==> src/hw/odtp_pkg.sv <==
// Package for the power-down termination mode transition block.
// Assumes a 200 MHz core clock; memory clock times are counted in core cycles.
package odtp_pkg;

    // ==========================================
    // Clock
    localparam int  CLK_PERIOD_PS   = 5000;

    // ==========================================
    // Asynchronous termination delays
    localparam int  T_AONPD_MIN_PS  = 2000;
    localparam int  T_AONPD_MAX_PS  = 8500;
    localparam int  T_AOFPD_MIN_PS  = 2000;
    localparam int  T_AOFPD_MAX_PS  = 8500;
    // Least time rounds up, longest rounds down, never below one cycle
    localparam int  AONPD_MIN_CYC   = (T_AONPD_MIN_PS + CLK_PERIOD_PS - 1) / CLK_PERIOD_PS;
    localparam int  AONPD_MAX_CYC   = (T_AONPD_MAX_PS / CLK_PERIOD_PS) < 1 ? 1 :
                                      (T_AONPD_MAX_PS / CLK_PERIOD_PS);
    localparam int  AOFPD_MIN_CYC   = (T_AOFPD_MIN_PS + CLK_PERIOD_PS - 1) / CLK_PERIOD_PS;
    localparam int  AOFPD_MAX_CYC   = (T_AOFPD_MAX_PS / CLK_PERIOD_PS) < 1 ? 1 :
                                      (T_AOFPD_MAX_PS / CLK_PERIOD_PS);

    // ==========================================
    // Latency arithmetic
    localparam int  ODTL_OFFSET     = 2;
    localparam int  ANPD_OFFSET     = 1;
    localparam int  DLL_OFF_BIT     = 12;
    localparam bit  DLL_OFF_VALUE   = 1'b0;

    // ==========================================
    // Counter widths and defaults
    localparam int  LAT_W           = 6;
    localparam int  CNT_W           = 10;
    localparam logic [CNT_W-1:0] XPDLL_DEF = 10'h00a;
    localparam logic [CNT_W-1:0] RFC_DEF   = 10'h020;

    // Termination response mode
    typedef enum logic [1:0] {
        ODTP_SYNC,
        ODTP_ASYNC,
        ODTP_EITHER
    } odtp_mode_e;

endpackage

==> src/hw/odtp_delay.sv <==
// Programmable delay line for the termination request.
// Assumes the request is already synchronised to ref_clk_in.
`timescale 1ns/1ps
module odtp_delay #(
    parameter int DEPTH = 64
) (
    // Clock and reset
    input  wire logic                     ref_clk_in,
    input  wire logic                     rst_b_in,
    // Request and delay
    input  wire logic                     req_in,
    input  wire logic [$clog2(DEPTH)-1:0] tap_in,
    output logic                          dly_out
);
    logic [DEPTH-1:0] line_q;
    logic [DEPTH-1:0] line_d;

    // ==========================================
    // Shift line
    always_comb begin
        line_d = {line_q[DEPTH-2:0], req_in};
    end

    always_ff @(posedge ref_clk_in or negedge rst_b_in) begin
        if (!rst_b_in) begin
            line_q <= '0;
        end else begin
            line_q <= line_d;
        end
    end

    // Tap zero gives one cycle; registered path keeps output glitch free
    assign dly_out = line_q[tap_in];
endmodule

==> src/hw/odtp_top.sv <==
// Termination response mode tracker around precharge power-down, DLL off.
// Assumes CKE, ODT and refresh strobe come from pins; configuration is static.
//
// Behaviour
// RQ1: Turn-on between min and max bound
// RQ2: Turn-off between min and max bound
// RQ3: Anticipation interval equals write latency minus one
// RQ4: Exit window spans anticipation plus exit delay
// RQ5: Windows only when DLL-off bit is zero
// RQ6: Exit window response may be either
// RQ7: Write latency is CAS write plus additive
// RQ8: Short low pulse: either until exit end
// RQ9: Short high pulse: either until entry end
// RQ10: Synchronous after exit, asynchronous before it
// RQ11: Entry window ends at CKE low or refresh
// RQ12: Async path ignores additive latency, sampled edges
// RQ13: Controller treats termination unknown inside windows
`timescale 1ns/1ps
module odtp_top
    import odtp_pkg::*;
#(
    parameter logic [odtp_pkg::CNT_W-1:0] XPDLL_CYC = odtp_pkg::XPDLL_DEF,
    parameter logic [odtp_pkg::CNT_W-1:0] RFC_CYC   = odtp_pkg::RFC_DEF,
    parameter int                         DLY_DEPTH = 64
) (
    // Clock and reset
    input  wire logic                        ref_clk_in,
    input  wire logic                        rst_b_in,
    // Pins from the controller
    input  wire logic                        cke_in,
    input  wire logic                        odt_in,
    input  wire logic                        refresh_in,
    // Static configuration
    input  wire logic                        mr0_bit12_in,
    input  wire logic [odtp_pkg::LAT_W-1:0]  cwl_in,
    input  wire logic [odtp_pkg::LAT_W-1:0]  al_in,
    // Status
    output logic                             rtt_on_out,
    output logic                             power_down_out,
    output logic                             entry_window_out,
    output logic                             exit_window_out,
    output logic [1:0]                       mode_out
);
    import odtp_pkg::*;

    localparam int TW = $clog2(DLY_DEPTH);

    // ==========================================
    // Pin synchronisers
    logic [1:0] cke_s_q, odt_s_q, ref_s_q;
    logic [1:0] cke_s_d, odt_s_d, ref_s_d;
    logic       cke, odt, ref_req;

    always_comb begin
        cke_s_d = {cke_s_q[0], cke_in};
        odt_s_d = {odt_s_q[0], odt_in};
        ref_s_d = {ref_s_q[0], refresh_in};
    end

    always_ff @(posedge ref_clk_in or negedge rst_b_in) begin
        if (!rst_b_in) begin
            // CKE idles high; a low reset value would fake a rising edge
            cke_s_q <= 2'h3;
            odt_s_q <= 2'h0;
            ref_s_q <= 2'h0;
        end else begin
            cke_s_q <= cke_s_d;
            odt_s_q <= odt_s_d;
            ref_s_q <= ref_s_d;
        end
    end

    assign cke     = cke_s_q[1];
    assign odt     = odt_s_q[1];
    assign ref_req = ref_s_q[1];

    // ==========================================
    // Latency arithmetic
    logic [LAT_W-1:0] wl, odtl, anpd;
    logic             dll_off;

    assign wl      = LAT_W'(cwl_in + al_in);                   // RQ7
    assign odtl    = (wl > LAT_W'(ODTL_OFFSET)) ? LAT_W'(wl - LAT_W'(ODTL_OFFSET))
                                                 : '0;
    assign anpd    = LAT_W'(odtl + LAT_W'(ANPD_OFFSET));       // RQ3
    assign dll_off = (mr0_bit12_in == DLL_OFF_VALUE);          // RQ5

    // ==========================================
    // CKE edge tracking and windows
    // The anticipation part of each window lies before the CKE edge, so the
    // window is reported from that edge and the preceding anpd cycles are
    // covered by history: entry is flagged if CKE was high in the last anpd.
    logic             cke_prev_q, pd_q, entry_q, exit_q;
    logic             cke_prev_d, pd_d, entry_d, exit_d;
    logic [CNT_W-1:0] hi_cnt_q, lo_cnt_q, exit_cnt_q, rfc_cnt_q;
    logic [CNT_W-1:0] hi_cnt_d, lo_cnt_d, exit_cnt_d, rfc_cnt_d;
    logic             fall, rise;

    assign fall = cke_prev_q & ~cke;
    assign rise = ~cke_prev_q & cke;

    always_comb begin
        cke_prev_d = cke;
        pd_d       = pd_q;
        entry_d    = entry_q;
        exit_d     = exit_q;
        hi_cnt_d   = cke ? ((hi_cnt_q == '1) ? hi_cnt_q : CNT_W'(hi_cnt_q + 1'b1)) : '0;
        lo_cnt_d   = cke ? '0 : ((lo_cnt_q == '1) ? lo_cnt_q : CNT_W'(lo_cnt_q + 1'b1));
        exit_cnt_d = (exit_cnt_q != '0) ? CNT_W'(exit_cnt_q - 1'b1) : '0;
        rfc_cnt_d  = ref_req ? RFC_CYC
                   : ((rfc_cnt_q != '0) ? CNT_W'(rfc_cnt_q - 1'b1) : '0);
        if (fall) begin
            pd_d = 1'b1;
        end
        if (rise) begin
            pd_d = 1'b0;
        end
        // Entry lasts past CKE low while a refresh is running
        if (entry_q && rfc_cnt_q == '0 && !cke) begin                // RQ11
            entry_d = 1'b0;
        end
        if (fall && dll_off && rfc_cnt_q != '0) begin                // RQ11
            entry_d = 1'b1;
        end
        // Exit window: tXPDLL after CKE first sampled high
        if (exit_q && exit_cnt_q == '0) begin                        // RQ4
            exit_d = 1'b0;
        end
        if (rise && dll_off) begin                                   // RQ4
            exit_d     = 1'b1;
            exit_cnt_d = CNT_W'(XPDLL_CYC - 1'b1);
        end
        if (!dll_off) begin                                          // RQ5
            entry_d = 1'b0;
            exit_d  = 1'b0;
        end
    end

    always_ff @(posedge ref_clk_in or negedge rst_b_in) begin
        if (!rst_b_in) begin
            cke_prev_q <= 1'b1;
            pd_q       <= 1'b0;
            entry_q    <= 1'b0;
            exit_q     <= 1'b0;
            hi_cnt_q   <= '1;
            lo_cnt_q   <= '0;
            exit_cnt_q <= '0;
            rfc_cnt_q  <= '0;
        end else begin
            cke_prev_q <= cke_prev_d;
            pd_q       <= pd_d;
            entry_q    <= entry_d;
            exit_q     <= exit_d;
            hi_cnt_q   <= hi_cnt_d;
            lo_cnt_q   <= lo_cnt_d;
            exit_cnt_q <= exit_cnt_d;
            rfc_cnt_q  <= rfc_cnt_d;
        end
    end

    // Anticipation: CKE moved within the last anpd cycles
    logic entry_ant, exit_ant, any_window;
    assign entry_ant  = dll_off & pd_q & (lo_cnt_q < CNT_W'(anpd));   // RQ11
    assign exit_ant   = dll_off & ~pd_q & (hi_cnt_q < CNT_W'(anpd))
                      & (hi_cnt_q != '0);                              // RQ4
    // Overlaps keep the union until the later window ends
    assign any_window = entry_q | exit_q | entry_ant | exit_ant;      // RQ8 RQ9

    // ==========================================
    // Response mode selection
    odtp_mode_e mode_q, mode_d;

    always_comb begin
        if (!dll_off) begin
            mode_d = ODTP_SYNC;
        end else if (any_window) begin
            mode_d = ODTP_EITHER;                                     // RQ6
        end else if (pd_q) begin
            mode_d = ODTP_ASYNC;                                      // RQ10
        end else begin
            mode_d = ODTP_SYNC;                                       // RQ10
        end
    end

    always_ff @(posedge ref_clk_in or negedge rst_b_in) begin
        if (!rst_b_in) begin
            mode_q <= ODTP_SYNC;
        end else begin
            mode_q <= mode_d;
        end
    end

    // ==========================================
    // Termination delay paths
    // Sync uses odtl memory clocks mapped one per core cycle; async uses
    // fixed analog bounds and ignores AL. In the either state the longer of
    // the sync tap and the async turn-on tap is used for both ODT edges.
    logic [TW-1:0] sync_tap, async_tap_on, async_tap_off, tap;
    logic          odt_dly;

    assign sync_tap      = TW'(odtl);
    assign async_tap_on  = TW'(AONPD_MAX_CYC - 1);                    // RQ12
    assign async_tap_off = TW'(AOFPD_MAX_CYC - 1);                    // RQ12

    always_comb begin
        unique case (mode_q)
            ODTP_SYNC: begin
                tap = sync_tap;
            end
            ODTP_ASYNC: begin
                tap = odt ? async_tap_on : async_tap_off;
            end
            default: begin
                // Choose the later of sync and async turn-on taps so both RQ1 and RQ2 limits hold
                tap = (sync_tap > async_tap_on) ? sync_tap : async_tap_on; // RQ1 RQ2
            end
        endcase
    end

    odtp_delay #(
        .DEPTH      (DLY_DEPTH)
    ) u_delay (
        .ref_clk_in (ref_clk_in),
        .rst_b_in   (rst_b_in),
        .req_in     (odt),
        .tap_in     (tap),
        .dly_out    (odt_dly)
    );

    logic rtt_q, rtt_d;
    always_comb begin
        rtt_d = odt_dly;                                              // RQ1 RQ2
    end

    always_ff @(posedge ref_clk_in or negedge rst_b_in) begin
        if (!rst_b_in) begin
            rtt_q <= 1'b0;
        end else begin
            rtt_q <= rtt_d;
        end
    end

    // ==========================================
    // Outputs
    assign rtt_on_out       = rtt_q;
    assign power_down_out   = pd_q;
    assign entry_window_out = entry_q | entry_ant;
    assign exit_window_out  = exit_q | exit_ant;
    assign mode_out         = mode_q;
endmodule

==> config.mk <==
export PLATFORM = sky130hd
export DESIGN_NAME = odtp_top
export DESIGN_NICKNAME = d
export VERILOG_FILES = /design/src/hw/odtp_pkg.sv /design/src/hw/odtp_delay.sv /design/src/hw/odtp_top.sv
export SDC_FILE = /design/constraint.sdc
export NUM_CORES = 1
export LEC_CHECK = 0
export BUFFER_PORTS_ARGS = -buffer_cell sky130_fd_sc_hd__buf_4
export CAP_MARGIN = 5
export CORE_MARGIN = 2
export CORE_UTILIZATION = 30
export DETAILED_ROUTE_END_ITERATION = 7
export HOLD_SLACK_MARGIN = 0.02
export PLACE_DENSITY = 0.47
export SYNTH_ARGS = -nofsm -noshare
export SYNTH_HDL_FRONTEND = slang
export SYNTH_SLANG_ARGS = --single-unit
==> constraint.sdc <==
create_clock -name ref_clk_in -period 9.2 [get_ports ref_clk_in]
set_clock_uncertainty 0.2 [all_clocks]
set_input_delay 0.46 -clock ref_clk_in [delete_from_list [all_inputs] [get_ports ref_clk_in]]
set_output_delay 0.46 -clock ref_clk_in [all_outputs]
set_load 0.02 [all_outputs]
==> metrics.cfg <==
[clock_tree]
h-tree-depth=4
cts_tree=yes
cts_made_buffers=17
hold_buffers=4
cts.sinks=117
cts_setup_buffers=0
clk-insertion-delay-late_ps=410
clockBufferDepth=2
clk_pin_slew_worst_paths_ps=60
cts_resized=0
cts-root-buf=clkbuf_16

[critical_path]
path_buf_inv=5
r2r_cells=8
cp.arrival_ps=4120
worst_setup_path_start_kind=primary input
crit_end=exit_window_out
path_delay_family=adder cells
r2r_setup_slack_ps=6170
critical_path_class=in2out
r2r_end=rtt_on_out
path_max_fanout=6
cp.required_ps=8540
crit_slowest_cell=fa_1
r2r_start=mode_out[0]
crit_path_cell_trace=buf_4, ha_1, inv_1, fa_1, nand2b_1, nand3_1, mux2i_1, o211ai_1, nand2_1, inv_1, ha_1, inv_1, ha_1, a21boi_0, o21ai_0, a221oi_1, o21ai_0, buf_4
crit_cells=18
startpoint=cwl_in[0]
max_stage_delay_ps=630
critPathCaptureType=primary output

[place]
dpl.hpwl_um=7570
postPlaceCellArea_mm2=0.00588
io_buffers=23
gp_congestion=0.810

[hold_path]
worstHoldPathCells=2
hp-class=in2reg

[finish]
area_growth_pct=18.2
fin_util_pct=36.1
drive_gt1_share_pct=15.5
diodes=0
layout_commonest_cell=dfrtp_1
fin_area_mm2=0.00646
nets=568
final_cell_mix=dfrtp_1 (104), nor2_1 (55), mux2i_1 (46)

[sta]
worst_pin_slew_ps=1150
relSlewSlack_pct=23.4
hold_violations=0
period_needed_ps=4780
fmax_ghz=0.209
setup_viol=0
rsz0062_at_grt=no
min_period_over_period_pct=52.0
tns_ps=0
final_max_slew_viol_count=0

[drt]
drc_errors=0
drt_iter0_drc=244
vias=3672
vias_per_cell=4.76
routed_wl_um=10900
drtAntennaViolNets=0
dr.pass1.iters=4
wl_per_cell_um=14.1

[power_and_ir_drop]
swShare_pct=31.7
p_per_area_mw_per_mm2=245
intPower_mw=1.08
peakVddDrop_mv=0.129
p_leak_nw=2.89
switchingPower_mw=0.503
pwr-share-clk_pct=37.8
combPwrFrac_pct=23.5
p_seq_share_pct=38.7

[outcome]
status=finished clean

[floorplan]
ios=24
num_rows=49
die_area_mm2=0.0193
core_area_mm2=0.0179
die_w_um=139
dieHeight_um=139
start_util_pct=30.6

[grt]
grt_pass1_vias=3757
grt_max_degree=76
overflow=0
grtUsageTotal_pct=12.1
antenna_found_initial=0
grt_pass1_wl_um=18800

[synthesis]
synth-edff-count=0
syn-num-nets=532
synth_seq_cells=117
synth-async-reset-ratio_pct=100
ys_types=58
syn_inst=494
netlist_area_mm2=0.00547
ys.flop_type=dfrtp_1
seq_area_frac_synth_pct=53.8
post_synth.cell_area_avg_um2=11.1
yosysWarnings=0

[flow_run]
maxCapViolCount=0

==> routing by layer <==
layer | routed length [µm] | up-vias | global-route usage, %
li1 | - | 1795 | -
met1 | 5590 | 1809 | 16.6
met2 | 4880 | 61 | 17.9
met3 | 350 | 7 | 3.63
met4 | 97 | 0 | 4.84
met5 | 0 | - | 0
==> final cells by class <==
class	count	area [µm²]
clock buffer	17	425
clock inverter	15	123
fill	1812	11400
inverter	22	82.6
multi-input combinational	344	2380
sequential	117	2940
tap	229	287
timing repair buffer	28	220
==> cells by family (layout without fill, tap and decap cells) <==
kind of cell | Yosys count | count (layout) | share of synthesized area (%)
AOI/OAI and AO/OA | 73 | 73 | 8.94
xor gates and xnor gates | 33 | 33 | 5.28
adders and majority gates | 20 | 20 | 4.71
buffers and inverters | 33 | 82 | 2.63
DFF | 117 | 117 | 53.8
muxes | 52 | 52 | 9.72
and+or+nand+nor | 166 | 166 | 14.9
==> flip-flops by register name (all words and copies together), names as in the netlist <==
name	count
rfc_cnt_q	10
entry_q	1
cke_s_q	2
u_delay.line_q	64
lo_cnt_q	10
power_down_out	1
hi_cnt_q	10
odt_s_q	2
exit_cnt_q	10
cke_prev_q	1
rtt_on_out	1
exit_q	1
ref_s_q	2
mode_out	2
==> how the worst min path moves through the flow <==
| stage | start | to |
|---|---|---|
| 3_3_place_gp | odt_s_q[1] | u_delay.line_q[0] |
| 5_1_grt | mr0_bit12_in | exit_q |
| 2_1_floorplan | rst_b_in | entry_q |
| 3_5_place_dp | odt_s_q[1] | u_delay.line_q[0] |
| 6_report | mr0_bit12_in | exit_q |
| 4_1_cts | mr0_bit12_in | exit_q |
==> per-stage QoR <==
| step | hold slack, ps | setup WS [ps] | cells | total power [mW] |
|---|---|---|---|---|
| floorplan | -35.6 | 4820 | 494 | 0.897 |
| global placement | 133 | 4560 | 736 | 0.988 |
| detailed placement | 136 | 4480 | 736 | 0.993 |
| CTS | 52.2 | 4450 | 772 | 1.61 |
| global route | 77.0 | 4100 | 772 | 1.68 |
| finish | 76.0 | 4420 | 772 | 1.59 |
==> cells in the mapped netlist (all sizes together), types with 2 or more instances <==
master	n	share of area (%)
a21boi	2	0.34
nand2b	8	0.91
dfrtp	104	48
nor3b	3	0.41
ha	19	4.3
o211a	2	0.50
inv	22	1.5
nand2	33	2.3
o21ai	23	2.2
o21bai	2	0.27
or4	2	0.27
clkbuf	5	0.34
nor2	55	3.8
and2	2	0.23
o31ai	3	0.41
nand3b	4	0.55
buf	6	0.78
nor4	10	1.1
o211ai	6	0.91
or3	4	0.46
nor3	11	1.0
xor2	10	1.6
xnor2	23	3.7
nor4b	2	0.32
a31oi	3	0.34
nand3	14	1.3
nor2b	5	0.57
dfstp	13	6.2
mux2	6	1.3
and3	7	0.80
a21oi	21	2.0
mux2i	46	8.4
or2	2	0.23
a211oi	2	0.50
==> power by group through the flow <==
stage          Clock (mW)  Sequential [mW]  Combinational, mW
3_3_place_gp            0            0.619              0.369
5_1_grt             0.643            0.620              0.418
3_5_place_dp            0            0.620              0.373
6_report            0.600            0.613              0.372
2_1_floorplan           0            0.613              0.284
4_1_cts             0.619            0.612              0.377
Note: power is estimated with default switching activity, not from simulation.
